--- src/rtl/wdt_pkg.sv ---
package wdt_pkg;
  // ----------------------------------------------------------------
  // register map
  // ----------------------------------------------------------------
  localparam logic [11:0] CTRL_OFFSET = 12'h18c;
  localparam logic [11:0] STATUS_OFFSET = 12'h190;
  // ----------------------------------------------------------------
  // control fields
  // ----------------------------------------------------------------
  localparam int CS_BIT = 7;
  localparam int UNUSED_BIT = 6;
  localparam int PS_LSB = 1;
  localparam int PS_MSB = 5;
  localparam int SEN_BIT = 0;
  localparam logic [4:0] PS_RESET = 5'h0b;
  localparam logic [4:0] PS_MAX_CODE = 5'h12;
  localparam int PS_BASE_SHIFT = 5;
  localparam logic [7:0] CTRL_RESET = 8'h16;
  // ----------------------------------------------------------------
  // status fields (active-low flags, 1 after reset)
  // ----------------------------------------------------------------
  localparam int TO_BIT = 0;
  localparam int PD_BIT = 1;
  localparam int WATCHDOG_RESET_FLAG_N_BIT = 2;
  localparam logic [2:0] STATUS_RESET = 3'h7;
  // ----------------------------------------------------------------
  // mode field
  // ----------------------------------------------------------------
  localparam logic [1:0] MODE_OFF = 2'h0;
  localparam logic [1:0] MODE_SOFT = 2'h1;
  localparam logic [1:0] MODE_AWAKE = 2'h2;
  localparam logic [1:0] MODE_ALWAYS = 2'h3;
  localparam int COUNT_W = 23;
endpackage : wdt_pkg

--- src/rtl/wdt_count_if.sv ---
`timescale 1ns/1ns
interface wdt_count_if #(parameter int W = 23);
  logic tick;
  logic run;
  logic clear;
  logic [4:0] ratio_sel;
  logic [W-1:0] count;
  logic timeout;
  modport ctl (output tick, output run, output clear, output ratio_sel,
               input count, input timeout);
  modport cnt (input tick, input run, input clear, input ratio_sel,
               output count, output timeout);
endinterface : wdt_count_if

--- src/rtl/wdt_counter.sv ---
`timescale 1ns/1ns
module wdt_counter #(
  parameter int W = 23
) (
  // clock and reset
  input wire logic pclk,
  input wire logic presetn,
  // counter port
  wdt_count_if.cnt cif
);
  import wdt_pkg::*;

  // refused at elaboration: the longest ratio would never be reached
  if (W < int'(PS_MAX_CODE) + PS_BASE_SHIFT) begin : g_too_narrow
    $error("counter too narrow for largest ratio");
  end

  logic [W-1:0] terminal;
  logic [4:0] code;

  // reserved codes fall back to the shortest ratio
  always_comb begin
    code = (cif.ratio_sel > PS_MAX_CODE) ? 5'h00 : cif.ratio_sel;
    terminal = W'((64'h1 << (code + PS_BASE_SHIFT)) - 64'h1);
  end

  // ----------------------------------------------------------------
  // count selected clock edges up to the ratio
  // ----------------------------------------------------------------
  always_ff @(posedge pclk or negedge presetn) begin
    if (!presetn) begin
      cif.count <= '0;
    end else if (cif.clear || !cif.run) begin
      cif.count <= '0;
    end else if (cif.tick) begin
      cif.count <= (cif.count >= terminal) ? '0 : cif.count + 1'b1;
    end
  end

  always_ff @(posedge pclk or negedge presetn) begin
    if (!presetn) begin
      cif.timeout <= 1'b0;
    end else begin
      cif.timeout <= cif.run && !cif.clear && cif.tick && (cif.count >= terminal);
    end
  end
endmodule : wdt_counter

--- src/rtl/wdt_top.sv ---
// How it works
// - clear count on sleep entry, keep counting
// - clear count again when leaving sleep
// - time-out asleep wakes, never resets
// - sleep time-out drops time-out and power-down flags
// - sleep time-out drops watchdog reset flag
// - bit 7 picks crystal or internal oscillator
// - prescale code n gives ratio 2^(n+5)
// - reserved prescale codes act as 1:32
// - prescale resets to code 01011
// - software enable matters only in mode 01
// - control register at 0x18c, bit 6 empty
// - mode 11 always, 10 awake, 00 off
// - any reset, clear instruction, control register write clears count
// - awake time-out requests system reset
//
// The APB register port was decided locally.
`timescale 1ns/1ns
module wdt_top (
  // apb slave
  input wire logic pclk,
  input wire logic presetn,
  input wire logic psel,
  input wire logic penable,
  input wire logic pwrite,
  input wire logic [11:0] paddr,
  input wire logic [31:0] pwdata,
  output logic [31:0] prdata,
  output logic pready,
  output logic pslverr,
  // device state and configuration
  input wire logic [1:0] watchdog_mode_config,
  input wire logic sleep_state,
  input wire logic clear_watchdog_instruction,
  // count clock sources, sampled as levels
  input wire logic secondary_crystal_osc,
  input wire logic low_freq_internal_osc,
  // results
  output logic system_reset_req,
  output logic wake_req,
  output logic timeout_flag_n,
  output logic powerdown_flag_n,
  output logic watchdog_reset_flag_n
);
  import wdt_pkg::*;

  // ----------------------------------------------------------------
  // state
  // ----------------------------------------------------------------
  logic [7:0] watchdog_control_reg;
  logic [2:0] status_reg;
  logic [31:0] prdata_reg;
  logic pslverr_reg;
  logic pready_reg;
  logic sleep_reg;
  logic secondary_crystal_osc_reg;
  logic lfosc_reg;
  logic reset_req_reg;
  logic wake_reg;

  wdt_count_if #(.W(COUNT_W)) cif ();

  wdt_counter #(.W(COUNT_W)) u_counter (
    .pclk(pclk),
    .presetn(presetn),
    .cif(cif)
  );

  // ----------------------------------------------------------------
  // apb decode
  // ----------------------------------------------------------------
  logic setup_phase;
  logic apb_write;
  logic ctrl_write;
  logic status_write;
  logic mapped;
  assign setup_phase = psel && !penable;
  assign apb_write = psel && penable && pready_reg && pwrite;
  assign ctrl_write = apb_write && (paddr == CTRL_OFFSET);
  assign status_write = apb_write && (paddr == STATUS_OFFSET);
  assign mapped = (paddr == CTRL_OFFSET) || (paddr == STATUS_OFFSET);

  // zero wait states: data prepared in setup, held through access
  always_ff @(posedge pclk or negedge presetn) begin
    if (!presetn) begin
      pready_reg <= 1'b0;
    end else begin
      pready_reg <= 1'b1;
    end
  end

  always_ff @(posedge pclk or negedge presetn) begin
    if (!presetn) begin
      prdata_reg <= 32'h0;
      pslverr_reg <= 1'b0;
    end else if (setup_phase) begin
      pslverr_reg <= !mapped;
      if (!pwrite && paddr == CTRL_OFFSET) begin
        prdata_reg <= {24'h0, watchdog_control_reg};
      end else if (!pwrite && paddr == STATUS_OFFSET) begin
        prdata_reg <= {29'h0, status_reg};
      end else begin
        prdata_reg <= 32'h0;
      end
    end
  end

  // ----------------------------------------------------------------
  // control register
  // ----------------------------------------------------------------
  always_ff @(posedge pclk or negedge presetn) begin
    if (!presetn) begin
      watchdog_control_reg <= CTRL_RESET;
    end else if (ctrl_write) begin
      watchdog_control_reg <= pwdata[7:0] & ~(8'h01 << UNUSED_BIT);
    end
  end

  // ----------------------------------------------------------------
  // clock source select and edge detect
  // ----------------------------------------------------------------
  logic tick;
  always_ff @(posedge pclk or negedge presetn) begin
    if (!presetn) begin
      secondary_crystal_osc_reg <= 1'b0;
      lfosc_reg <= 1'b0;
    end else begin
      secondary_crystal_osc_reg <= secondary_crystal_osc;
      lfosc_reg <= low_freq_internal_osc;
    end
  end
  always_comb begin
    if (watchdog_control_reg[CS_BIT]) begin
      tick = secondary_crystal_osc && !secondary_crystal_osc_reg;
    end else begin
      tick = low_freq_internal_osc && !lfosc_reg;
    end
  end

  // ----------------------------------------------------------------
  // operating mode
  // ----------------------------------------------------------------
  logic active;
  always_comb begin
    unique case (watchdog_mode_config)
      MODE_ALWAYS: active = 1'b1;
      MODE_AWAKE: active = !sleep_state;
      MODE_SOFT: active = watchdog_control_reg[SEN_BIT];
      MODE_OFF: active = 1'b0;
    endcase
  end

  always_ff @(posedge pclk or negedge presetn) begin
    if (!presetn) begin
      sleep_reg <= 1'b0;
    end else begin
      sleep_reg <= sleep_state;
    end
  end

  logic sleep_enter;
  logic sleep_exit;
  assign sleep_enter = sleep_state && !sleep_reg;
  assign sleep_exit = !sleep_state && sleep_reg;

  assign cif.tick = tick;
  assign cif.run = active;
  assign cif.ratio_sel = watchdog_control_reg[PS_MSB:PS_LSB];
  // both sleep edges restart the count from zero
  assign cif.clear = sleep_enter || sleep_exit
                   || clear_watchdog_instruction || ctrl_write;

  // ----------------------------------------------------------------
  // time-out handling
  // ----------------------------------------------------------------
  // sleep state is sampled with the time-out, one cycle after the tick
  always_ff @(posedge pclk or negedge presetn) begin
    if (!presetn) begin
      reset_req_reg <= 1'b0;
      wake_reg <= 1'b0;
    end else begin
      reset_req_reg <= cif.timeout && !sleep_state;
      wake_reg <= cif.timeout && sleep_state;
    end
  end

  // hardware clearing of a flag wins over a software write of one
  logic [2:0] status_next;
  always_comb begin
    status_next = status_reg;
    if (status_write) begin
      status_next = status_reg | pwdata[2:0];
    end
    if (sleep_enter) begin
      status_next[PD_BIT] = 1'b0;
      status_next[TO_BIT] = 1'b1;
    end
    if (cif.timeout) begin
      status_next[WATCHDOG_RESET_FLAG_N_BIT] = 1'b0;
      if (sleep_state) begin
        status_next[TO_BIT] = 1'b0;
        status_next[PD_BIT] = 1'b0;
      end
    end
  end

  always_ff @(posedge pclk or negedge presetn) begin
    if (!presetn) begin
      status_reg <= STATUS_RESET;
    end else begin
      status_reg <= status_next;
    end
  end

  assign prdata = prdata_reg;
  assign pready = pready_reg;
  assign pslverr = pslverr_reg;
  assign system_reset_req = reset_req_reg;
  assign wake_req = wake_reg;
  assign timeout_flag_n = status_reg[TO_BIT];
  assign powerdown_flag_n = status_reg[PD_BIT];
  assign watchdog_reset_flag_n = status_reg[WATCHDOG_RESET_FLAG_N_BIT];
endmodule : wdt_top

--- config.mk ---
export PLATFORM = sky130hd
export DESIGN_NAME = wdt_top
export DESIGN_NICKNAME = d
export VERILOG_FILES = /design/src/rtl/wdt_pkg.sv /design/src/rtl/wdt_count_if.sv /design/src/rtl/wdt_counter.sv /design/src/rtl/wdt_top.sv
export SDC_FILE = /design/constraint.sdc
export NUM_CORES = 1
export LEC_CHECK = 0
export ABC_CLOCK_PERIOD_IN_PS = 4100
export BUFFER_PORTS_ARGS = -buffer_cell sky130_fd_sc_hd__buf_2
export CAP_MARGIN = 25
export CORE_ASPECT_RATIO = 0.5
export CORE_MARGIN = 2
export CORE_UTILIZATION = 26
export DETAILED_ROUTE_END_ITERATION = 12
export PLACE_DENSITY = 0.46
export SKIP_CTS_REPAIR_TIMING = 1
export SYNTH_ARGS = -nofsm -noshare
export SYNTH_HDL_FRONTEND = slang
export SYNTH_SLANG_ARGS = --single-unit
export TNS_END_PERCENT = 50
--- constraint.sdc ---
create_clock -name pclk -period 4.1 [get_ports pclk]
set_input_delay 1.23 -clock pclk [delete_from_list [all_inputs] [get_ports pclk]]
set_output_delay 1.23 -clock pclk [all_outputs]
set_load 0.05 [all_outputs]
* Word-level counts from Yosys, hierarchy flattened
Index checks and enable logic that the tools add are counted.
Widths: inputs -> output; s select.
** Operators by class
- $add $sub $neg :: 3
- Equal/unequal tests :: 5
- Reductions and logical operators :: 34
- Shift operators :: 1
- Mux-type cells :: 12
- Bitwise gates (word level) :: 1
- Magnitude comparators :: 2
** Operator list (number)
- $mux 23 :: 3
- $shl 1x32->23 const A :: 1
- $eq 12x9->1 const B :: 2
- $add 23x1->23 const B :: 1
- $ge 23x23->1 :: 1
- $sub 23x1->23 const B :: 1
- $logic_and 1x1->1 :: 17
- $logic_not 1->1 :: 9
- $mux 3 :: 3
- $mux 8 :: 1
- $add 5x3->6 const B :: 1
- $gt 5x5->1 const B :: 1
- $logic_or 1x1->1 :: 5
- $mux 5 :: 1
- $eq 2x2->1 const B :: 2
- $mux 2 :: 2
- $pmux 1 s4 :: 1
- $reduce_bool 2->1 :: 2
- $or 3x3->3 :: 1
- $eq 2x1->1 const B :: 1
- $logic_not 2->1 :: 1
- $mux 1 :: 1
** Storage, ports and cells
- Bits of input ports :: 55
- Output and inout bits :: 39
- Register bits :: 73
- Logic and storage cells :: 71

* Logic depth before layout (Yosys ltp)
Gate-level depths: netlist of the first run.
- Word-level depth :: 9
- Mapped depth :: 15
- Depth with buffers taken out :: 12

* Cells and area by module
A second synthesis of the first run with hierarchy kept.
** Second synthesis, totals
- Cell total of the unflattened synthesis :: 385
- Area, all modules :: 3485.8 µm²
** By module, submodules not included
- wdt_counter :: times used 1, sequential area each 600.6 µm², cells an instance 278, area each 2270.9 µm²
- wdt_top :: times used 1, sequential area each 608.1 µm², cells an instance 107, area each 1214.9 µm²

* Worst setup path after synthesis of the first run
Ideal clock, no wire load.
- Path kind :: reg-to-reg
- Start point :: reg watchdog_control_reg[4]
- End point :: reg u_counter.cif.count[10]
- Path buffers :: 3
- Stages on the path, launching flop included :: 16
- Setup slack :: 0.993 ns
- Clock period less this slack :: 3.107 ns
- Setup time :: 0.087 ns
- Arrival time :: 3.020 ns
- Path through :: dfstp_2 -> clkbuf_1 -> nor2_1 -> nand2_1 -> nor2_1 -> o21ai_0 -> o31a_1 -> ha_1 -> a211oi_1 -> nor2_1 -> nor3_1 -> o21a_1 -> clkbuf_1 -> buf_1 -> nand4_1 -> o211ai_1
** On the way
- Word-level cells in the longest chain between the ends :: 9
** Ends and longest elaborated chain
- start: declaration :: line wdt_top.sv:50 : logic [7:0] watchdog_control_reg;
- start signal: assignment :: line wdt_top.sv:115 : watchdog_control_reg <= pwdata[7:0] & ~(8'h01 << UNUSED_BIT);
- $gt 5x5->1 :: line wdt_counter.sv:23 : code = (cif.ratio_sel > PS_MAX_CODE) ? 5'h00 : cif.ratio_sel;
- $mux 5 * :: line wdt_counter.sv:23
- $add 5x3->6 * :: line wdt_counter.sv:24 : terminal = W'((64'h1 << (code + PS_BASE_SHIFT)) - 64'h1);
- $shl 1x32->23 * :: line wdt_counter.sv:24
- $sub 23x1->23 * :: line wdt_counter.sv:24
- $ge 23x23->1 * :: line wdt_counter.sv:36 : cif.count <= (cif.count >= terminal) ? '0 : cif.count + 1'b1;
- $mux 23 * :: line wdt_counter.sv:36
- $mux 23 * :: line wdt_counter.sv:35 : end else if (cif.tick) begin
- $mux 23 * :: line wdt_counter.sv:33 : end else if (cif.clear || !cif.run) begin
- end signal: assignment :: line wdt_counter.sv:36
- end: declaration :: line wdt_count_if.sv:12 : output count, output timeout);
Mark *: on every way between the ends. The rest lies on a longest branch, timed or not. The select of a mux whose other input is x is not followed.
A chain may end at the register's enable or synchronous reset.

* Worst setup path in the final report of the first run
- Start point :: reg watchdog_control_reg[4]
- End point :: reg u_counter.cif.count[2]
The elaborated chain is that of the path after synthesis.

==> flow_metrics.env, run 1 <==
export IMPL_cp_arrival_ps=3610
export IMPL_coreArea_sq_um=12770
export IMPL_path_buf_inv=1
export IMPL_min_period_ps=3390
export IMPL_numPortBuffers=43
export IMPL_clockPowerShare=0.438
export IMPL_hold_class="reg2reg"
export IMPL_syn_inst=407
export IMPL_drt_pass1_iter_count=5
export IMPL_seq_area_frac_synth=0.3515
export IMPL_synth_edff_count=0
export IMPL_tns_ps=0
export IMPL_leakage_nw=1.725
export IMPL_slowest_delay_ps=650
export IMPL_n_antenna_cell=0
export IMPL_clock_sinks=48
export IMPL_maxSlewHeadroom=0.4168
export IMPL_gr_usage_all_layers=0.1313
export IMPL_largest_register_ffs=23
export IMPL_cp_slowest_cell="dfstp_2"
export IMPL_rsz0062_at_grt="no"
export IMPL_antenna_violating_nets_post_route=0
export IMPL_finalInstanceArea_sq_um=3911
export IMPL_outcome="complete, no violations"
export IMPL_critPathLaunchType="register"
export IMPL_avgSynthCellArea_sq_um=8.448
export IMPL_synth_yosys_warnings=0
export IMPL_ys_ff_latch=48
export IMPL_synthDistinctLibCells=52
export IMPL_crit_path_end_kind="register"
export IMPL_peakVddDrop_uv=166.8
export IMPL_vias_per_cell=4.826
export IMPL_cts_buffers=5
export IMPL_dp_hpwl_um=6546
export IMPL_die_x_um=166.6
export IMPL_die_h_um=85.32
export IMPL_powerDensity_nw_per_um2=284.4
export IMPL_tightestPinTransition_ps=868.1
export IMPL_clk_path_buf_depth=2
export IMPL_synthFlopType="dfrtp_1"
export IMPL_placed_cell_area_sq_um=3740
export IMPL_areaGrowthSynthToFinish_pct=13.76
export IMPL_wire_per_inst_um=14.03
export IMPL_p_int_uw=798.9
export IMPL_async_flop_share=1.000
export IMPL_period_share=0.8268
export IMPL_clk_pin_slew_worst_paths_ps=70
export IMPL_crit_required_ps=4320
export IMPL_cts_tree="done"
export IMPL_regArea_sq_um=1209
export IMPL_start_util=0.2692
export IMPL_drive_gt1_frac=0.1711
export IMPL_drtIter0Drc=180
export IMPL_insertion_delay_ps=290
export IMPL_vias=2992
export IMPL_max_cap_violations=0
export IMPL_crit_type="reg2reg"
export IMPL_multi_input_area_sq_um=2002
export IMPL_max_freq_mhz=295.0
export IMPL_fp_dieArea_sq_um=14220
export IMPL_grt_pass1_wl_um=15150
export IMPL_path_cells="nor2b_1 > nand2_1 > a21oi_1 > a31oi_1 > ha_1 > a21oi_1 > o21ai_0 > a221oi_1 > o21a_1 > buf_4 > a41oi_1 > mux2i_1"
export IMPL_p_sw_frac=0.2818
export IMPL_report_final_slew_viol_count=0
export IMPL_pin_count=94
export IMPL_switchingPower_uw=313.4
export IMPL_clock_skew_ps=2.596
export IMPL_rows=29
export IMPL_grt_pass1_vias=2910
export IMPL_setup_violations=0
export IMPL_cts_root_buffer="clkbuf_16"
export IMPL_synth_cell_area_sq_um=3438
export IMPL_hold_violations=0
export IMPL_grt_max_degree=28
export IMPL_critPathMaxFanout=15
export IMPL_pwr_share_comb=0.127
export IMPL_cp_top_family="compound AO/OA/AOI/OAI gates"
export IMPL_power_frac_seq=0.435
export IMPL_htreeDepth=2
export IMPL_fillers=1377
export IMPL_pre_cts_ws_ps=643.5
export IMPL_nets=530
export IMPL_globalplace_congestion=0.7618
export IMPL_grt_ovfl_total=0
export IMPL_r2r_slack_ps=710
export IMPL_wl_um=8699
export IMPL_fin_ws_ps=710.3
export IMPL_grt_antenna_before_repair=0
export IMPL_drc_errors=0
export IMPL_worst_path_most_repeated_cell="a21oi_1"
-- layout make-up --
cell class	instances	share of cell area
Clock inverter	3	0.01184
Sequential cell	48	0.3090
Timing Repair Buffer	53	0.07422
Clock buffer	5	0.03199
Tap cell	170	0.05438
Multi-Input combinational cell	334	0.5118
Inverter	7	0.006718
-- synthesized netlist by cell type (all sizes together), types with 2 or more instances --
master  number  area share
nand2       63       0.069
dfrtp       42        0.31
buf         33       0.075
nor2        33       0.036
ha          26       0.095
o21ai       24       0.035
nand3       23       0.037
nand4       22       0.040
a21oi       14       0.020
o211ai      14       0.031
clkbuf      13       0.014
nor3        12       0.017
inv          7      0.0076
mux2         7       0.023
dfstp        6       0.046
xor2         6       0.015
and3         5      0.0091
nand2b       5      0.0091
nor2b        5      0.0091
a221oi       4       0.010
a211oi       3      0.0065
a31oi        3      0.0055
and2         3      0.0055
xnor2        3      0.0076
a22oi        2      0.0044
a32oi        2      0.0051
and3b        2      0.0051
conb         2      0.0022
nand3b       2      0.0044
nor3b        2      0.0044
o21a         2      0.0044
o22ai        2      0.0036
-- power groups by stage --
stage	Clock, mW	Sequential [mW]	Combinational [mW]
6_report	0.487	0.484	0.141
5_1_grt	0.530	0.485	0.154
4_1_cts	0.501	0.484	0.141
3_5_place_dp	0	0.493	0.141
3_3_place_gp	0	0.493	0.140
2_1_floorplan	0	0.511	0.100
-- layout by cell type, fill, tap and decap left out, types with 6 or more instances in the layout --
cell,netlist,routed
buf_2,2,43
nor2_1,33,33
nand2_1,63,63
o211ai_1,14,14
conb_1,2,30
dfrtp_1,42,42
nor3_1,12,12
nand4_1,22,22
xor2_1,6,6
a21oi_1,14,14
ha_1,26,26
o21ai_0,15,15
buf_4,25,10
dfstp_2,6,6
mux2_2,7,7
nand3_1,22,22
inv_1,7,7
o21ai_1,9,9
-- routing by layer --
layer	wire length [um]	up-vias	GRT usage
li1	-	1489	-
met1	4392	1391	0.1886
met2	3643	106	0.2025
met5	0	-	0
met3	576	6	0.02565
met4	86	0	0.03370
-- kinds of logic (layout without fill, tap and decap cells) --
family                   count (synthesis)  after routing  synth area share
buffers and inverters                   53             68           0.09680
flip-flops                              48             48            0.3515
adder cells (fa/ha/maj)                 26             26           0.09461
AND/OR/NAND/NOR                        183            183            0.2609
other                                    2             30          0.002184
multiplexers                             8              8           0.02584
XOR/XNOR                                 9              9           0.02293
AO/OA/AOI/OAI                           78             78            0.1452
-- worst paths after layout --
path,start,to,cells past startpoint
min reg2reg,u_counter.cif.timeout$_DFF_PN0_,status_reg[2]$_DFFE_PN1P_,1
min,u_counter.cif.timeout$_DFF_PN0_,status_reg[2]$_DFFE_PN1P_,1
max reg2reg,watchdog_control_reg[4]$_DFFE_PN1P_,u_counter.cif.count[2]$_DFFE_PN0P_,12
min in group asynchronous,presetn,u_counter.cif.count[19]$_DFFE_PN0P_,1
max,watchdog_control_reg[4]$_DFFE_PN1P_,u_counter.cif.count[2]$_DFFE_PN0P_,12
max in group asynchronous,presetn,status_reg[0]$_DFF_PN1_,2
-- metrics by stage --
stage	std cells	total power [mW]	hold slack (ps)	util
detailed placement	612	0.6340	451.1	0.2928
CTS	620	1.127	472.8	0.3062
floorplan	435	0.6116	375.6	-
global route	620	1.169	490.7	0.3062
global placement	612	0.6334	440.1	0.2928
finish	620	1.112	463.9	0.3062
(Power assumes the default switching activity.)
==> run 2: changes to the inputs <==
--- a/config.mk
+++ b/config.mk
@@ -5,14 +5,14 @@
 export SDC_FILE = /design/constraint.sdc
 export NUM_CORES = 1
 export LEC_CHECK = 0
-export ABC_CLOCK_PERIOD_IN_PS = 4100
+export ABC_CLOCK_PERIOD_IN_PS = 3100
 export BUFFER_PORTS_ARGS = -buffer_cell sky130_fd_sc_hd__buf_2
 export CAP_MARGIN = 25
 export CORE_ASPECT_RATIO = 0.5
 export CORE_MARGIN = 2
 export CORE_UTILIZATION = 26
 export DETAILED_ROUTE_END_ITERATION = 12
-export PLACE_DENSITY = 0.46
+export PLACE_DENSITY = 0.48
 export SKIP_CTS_REPAIR_TIMING = 1
 export SYNTH_ARGS = -nofsm -noshare
 export SYNTH_HDL_FRONTEND = slang
==> constraint.sdc (replaced) <==
create_clock -name pclk -period 3.1 [get_ports pclk]
set_input_delay 0.93 -clock pclk [delete_from_list [all_inputs] [get_ports pclk]]
set_output_delay 0.93 -clock pclk [all_outputs]
set_load 0.05 [all_outputs]
==> run 2 against run 1 <==
First-iteration DRC count down 28%. Utilization is 1.0 points higher. Non-clock buffer count up 8. Setup slack lost 520 ps. Design area increased by 3.3%.
==> flow_metrics.env, run 2 (same netlist as run 1, synthesis figures left out) <==
export IMPL_dp_hpwl_um=6341
export IMPL_grtUsageMet3=0.02146
export IMPL_report_final_slew_viol_count=0
export IMPL_leakage_nw=1.783
export IMPL_antenna_violating_nets_post_route=0
export IMPL_period_share=0.9395
export IMPL_wire_per_inst_um=13.87
export IMPL_peakVddDrop_uv=208.4
export IMPL_path_cells="nor2b_1 > buf_4 > o21ai_0 > a21oi_1 > nor2_1 > ha_1 > nand4_1 > nor4_2 > nor3_1 > o21a_2 > buf_4 > a41oi_1 > mux2i_1"
export IMPL_nets=539
export IMPL_cp_slowest_cell="dfstp_2"
export IMPL_critPathMaxFanout=10
export IMPL_min_period_ps=2913
export IMPL_gr_usage_all_layers=0.1233
export IMPL_drc_errors=0
export IMPL_placed_cell_area_sq_um=3777
export IMPL_areaGrowthSynthToFinish_pct=17.50
export IMPL_grt_busiest_layer="met2"
export IMPL_gr_usage_met1=0.1809
export IMPL_powerDensity_nw_per_um2=363.7
export IMPL_tightestPinTransition_ps=730.3
export IMPL_grt_ovfl_total=0
export IMPL_crit_path_end_kind="register"
export IMPL_worst_path_most_repeated_cell="buf_4"
export IMPL_hold_violations=0
export IMPL_max_freq_mhz=343.3
export IMPL_pin_count=94
export IMPL_grt_antenna_before_repair=0
export IMPL_fin_hold_ws_ps=469.3
export IMPL_final_cell_mix="nand2_1 (62), buf_2 (43), dfrtp_1 (42)"
export IMPL_outcome="complete, no violations"
export IMPL_cts_buffers=5
export IMPL_clock_skew_ps=6.429
export IMPL_clock_sinks=48
export IMPL_grt_max_degree=28
export IMPL_finalInstanceArea_sq_um=4040
export IMPL_grtUsageMet2=0.1860
export IMPL_layout_commonest_cell="nand2_1"
export IMPL_regArea_sq_um=1209
export IMPL_maxSlewHeadroom=0.5094
export IMPL_clk_pin_slew_worst_paths_ps=70
export IMPL_wl_um=8725
export IMPL_cp_top_family="compound AO/OA/AOI/OAI gates"
export IMPL_n_antenna_cell=0
export IMPL_coreArea_sq_um=12770
export IMPL_cts_tree="done"
export IMPL_drt_pass1_iter_count=4
export IMPL_crit_path_start="watchdog_control_reg[4]$_DFFE_PN1P_"
export IMPL_drtIter0Drc=129
export IMPL_hp_start="prdata[5]$_DFFE_PN0P_"
export IMPL_crit_type="reg2reg"
export IMPL_slowest_delay_ps=570
export IMPL_drive_gt1_frac=0.2048
export IMPL_vias_per_cell=4.758
export IMPL_cp_arrival_ps=3080
export IMPL_die_h_um=85.32
export IMPL_max_cap_violations=0
export IMPL_cts_root_buffer="clkbuf_16"
export IMPL_rows=29
export IMPL_critPathLaunchType="register"
export IMPL_tns_ps=0
export IMPL_globalplace_congestion=0.8093
export IMPL_vias=2993
export IMPL_die_x_um=166.6
export IMPL_crit_required_ps=3270
export IMPL_clk_path_buf_depth=2
export IMPL_grt_pass1_vias=2808
export IMPL_path_buf_inv=2
export IMPL_worstReg2RegStart="watchdog_control_reg[4]$_DFFE_PN1P_"
export IMPL_multi_input_area_sq_um=2053
export IMPL_largest_register_ffs=23
export IMPL_fp_dieArea_sq_um=14220
export IMPL_grt_pass1_wl_um=14320
export IMPL_hold_class="reg2reg"
export IMPL_numPortBuffers=43
export IMPL_htreeDepth=2
export IMPL_insertion_delay_ps=300
export IMPL_fillers=1360
export IMPL_setup_violations=0
export IMPL_start_util=0.2692
run 2: routing by layer:
metal / part of all wire / up-vias
met2: 0.41 / 85
met3: 0.046 / 8
met1: 0.53 / 1387
li1: - / 1513
met5: 0 / -
met4: 0.011 / 0
run 2: final cells by class:
type                            count  share of cell area
Tap cell                          170             0.05265
Clock inverter                      3             0.01177
Timing Repair Buffer               61             0.09074
Clock buffer                        5             0.03097
Inverter                            7            0.006504
Sequential cell                    48              0.2992
Multi-Input combinational cell    335              0.5082
run 2: final timing paths:
path                                                        to  slack (ps)  depth (start not counted)
max in group asynchronous  watchdog_control_reg[1]$_DFFE_PN1P_        1860                          2
hold / removal                           prdata[5]$_DFFE_PN0P_         470                          2
setup / recovery            u_counter.cif.count[2]$_DFFE_PN0P_         190                         13
setup reg to reg            u_counter.cif.count[2]$_DFFE_PN0P_         190                         13
min in group asynchronous                prdata[5]$_DFFE_PN0P_         620                          1
hold reg to reg                          prdata[5]$_DFFE_PN0P_         470                          2
run 2: worst reg2reg max path: stages, from the launching register on:
cell	delay [ps]
dfstp_2	570
nor2b_1	180
buf_4	200
o21ai_0	110
a21oi_1	150
nor2_1	80
ha_1	290
nand4_1	130
nor4_2	260
nor3_1	90
o21a_2	290
buf_4	160
a41oi_1	200
mux2i_1	100
run 2: metrics by stage:
stage | power (mW) | setup slack (ps) | instances | util
after global placement | 0.8392 | -37.95 | 615 | 0.2957
after CTS | 1.489 | -103.3 | 623 | 0.3093
after detailed placement | 0.8402 | -58.43 | 615 | 0.2957
after global routing | 1.538 | -10.94 | 629 | 0.3163
final | 1.469 | 187.5 | 629 | 0.3163
after floorplan | 0.8089 | 35.52 | 435 | -
run 2: power by group:
part / internal (mW) / total, mW / switching [mW]
clock: 0.384 / 0.637 / 0.253
combinational: 0.0410 / 0.192 / 0.151
sequential: 0.636 / 0.640 / 0.00480
total: 1.06 / 1.47 / 0.409
==> run 3: changes to the inputs <==
--- a/config.mk
+++ b/config.mk
@@ -13,6 +13,7 @@
 export CORE_UTILIZATION = 26
 export DETAILED_ROUTE_END_ITERATION = 12
 export PLACE_DENSITY = 0.48
+export RECOVER_POWER = 50
 export SKIP_CTS_REPAIR_TIMING = 1
 export SYNTH_ARGS = -nofsm -noshare
 export SYNTH_HDL_FRONTEND = slang
==> run 3 against run 2 <==
Routed wire length is essentially flat. Non-clock buffer count is the same. Highest routed layer unchanged. Clock power is essentially flat. Fmax is essentially flat. Utilization shrank 0.15 points.
==> flow_metrics.env, run 3 (same netlist as run 1, synthesis figures left out) <==
export IMPL_grt_pass1_vias=2808
export IMPL_hold_violations=0
export IMPL_rows=29
export IMPL_hold_class="reg2reg"
export IMPL_grt_max_degree=28
export IMPL_crit_type="reg2reg"
export IMPL_drtIter0Drc=129
export IMPL_cp_arrival_ps=3080
export IMPL_globalplace_congestion=0.8093
export IMPL_wl_um=8730
export IMPL_coreArea_sq_um=12770
export IMPL_outcome="complete, no violations"
export IMPL_insertion_delay_ps=300
export IMPL_clk_path_buf_depth=2
export IMPL_clock_sinks=48
export IMPL_dp_hpwl_um=6341
export IMPL_report_final_slew_viol_count=0
export IMPL_vias=3003
export IMPL_path_cells="nor2b_1 > buf_4 > o21ai_0 > a21oi_1 > nor2_1 > ha_1 > nand4_1 > nor4_2 > nor3_1 > o21a_2 > buf_4 > a41oi_1 > mux2i_1"
export IMPL_clock_skew_ps=6.307
export IMPL_crit_path_end_kind="register"
export IMPL_min_period_ps=2912
export IMPL_start_util=0.2692
export IMPL_areaGrowthSynthToFinish_pct=16.96
export IMPL_nets=539
export IMPL_fillers=1363
export IMPL_antenna_violating_nets_post_route=0
export IMPL_numPortBuffers=43
export IMPL_utilization=0.3149
export IMPL_pin_count=94
export IMPL_fin_hold_ws_ps=469.3
export IMPL_tightestPinTransition_ps=1307
export IMPL_clk_pin_slew_worst_paths_ps=70
export IMPL_largest_register_ffs=23
export IMPL_cts_buffers=5
export IMPL_leakage_nw=1.768
export IMPL_grt_pass1_wl_um=14320
export IMPL_cp_top_family="compound AO/OA/AOI/OAI gates"
export IMPL_setup_violations=0
export IMPL_gr_usage_all_layers=0.1233
export IMPL_vias_per_cell=4.774
export IMPL_powerDensity_nw_per_um2=364.7
export IMPL_final_cell_mix="nand2_1 (62), dfrtp_1 (42), buf_2 (40)"
export IMPL_slowest_delay_ps=570
export IMPL_peakVddDrop_uv=208.1
export IMPL_cts_root_buffer="clkbuf_16"
export IMPL_drt_pass1_iter_count=7
export IMPL_htreeDepth=2
export IMPL_grt_antenna_before_repair=0
export IMPL_drive_gt1_frac=0.1983
export IMPL_worst_path_most_repeated_cell="buf_4"
export IMPL_drc_errors=0
export IMPL_cts_tree="done"
export IMPL_critPathMaxFanout=10
export IMPL_max_cap_violations=0
export IMPL_die_x_um=166.6
export IMPL_critPathLaunchType="register"
export IMPL_grt_ovfl_total=0
export IMPL_wire_per_inst_um=13.88
export IMPL_die_h_um=85.32
export IMPL_fp_dieArea_sq_um=14220
export IMPL_period_share=0.9393
export IMPL_path_buf_inv=2
export IMPL_layout_commonest_cell="nand2_1"
export IMPL_crit_required_ps=3270
export IMPL_max_freq_mhz=343.4
export IMPL_n_antenna_cell=0
export IMPL_cp_slowest_cell="dfstp_2"
export IMPL_maxSlewHeadroom=0.1289
-- run 3: changes by cell type in the layout (fill, tap and decap cells not counted), sizes merged --
| cell | delta |
|---|---|
| buf | -4 |
| clkbuf | +4 |
-- run 3: routing by layer --
layer	global-route usage	wire, um
met1	0.1809	4627
met2	0.1860	3569
met3	0.02146	417
met4	0.03527	115
met5	0	0
-- run 3: path summary, 6_finish.rpt --
path | from | to | slack, ps | cells past startpoint
worst max register to register | watchdog_control_reg[4]$_DFFE_PN1P_ | u_counter.cif.count[2]$_DFFE_PN0P_ | 190 | 13
worst min register to register | prdata[5]$_DFFE_PN0P_ | prdata[5]$_DFFE_PN0P_ | 470 | 2
max in group asynchronous | presetn | u_counter.cif.count[4]$_DFFE_PN0P_ | 880 | 2
min in group asynchronous | presetn | prdata[5]$_DFFE_PN0P_ | 900 | 1
worst min-delay path | prdata[5]$_DFFE_PN0P_ | prdata[5]$_DFFE_PN0P_ | 470 | 2
worst max-delay path | watchdog_control_reg[4]$_DFFE_PN1P_ | u_counter.cif.count[2]$_DFFE_PN0P_ | 190 | 13
-- run 3: where the power goes --
group          total (mW)  internal (mW)  leakage (nW)  switching [mW]
combinational       0.189         0.0383          1.05           0.151
sequential          0.640          0.636         0.631         0.00481
clock               0.637          0.384        0.0840           0.253
-- run 3: per-stage QoR --
step | setup TNS [ps] | setup WS (ps) | power, mW | instances | cell area, sq um
2_1_floorplan | 0 | 35.52 | 0.8089 | 435 | 3546
3_3_place_gp | -364.6 | -37.95 | 0.8392 | 615 | 3777
3_5_place_dp | -531.8 | -58.43 | 0.8402 | 615 | 3777
4_1_cts | -1231 | -103.3 | 1.489 | 623 | 3950
5_1_grt | -16.86 | -10.94 | 1.535 | 629 | 4021
6_report | 0 | 188.1 | 1.467 | 629 | 4021
-- run 3: final cells by class --
| type | count | area, sq um | share of cell area |
|---|---|---|---|
| multi-input combinational | 335 | 2053 | 0.5106 |
| sequential | 48 | 1209 | 0.3006 |
| timing repair buffer | 61 | 347.8 | 0.08650 |
| tap | 170 | 212.7 | 0.05289 |
| clock buffer | 5 | 125.1 | 0.03111 |
| clock inverter | 3 | 47.55 | 0.01182 |
| inverter | 7 | 26.28 | 0.006534 |
-- run 3: tightest hold or removal path, stage by stage, from the launching register on --
cell and delay (ps):
dfrtp_1 350, nand2_1 50, nand2_1 50
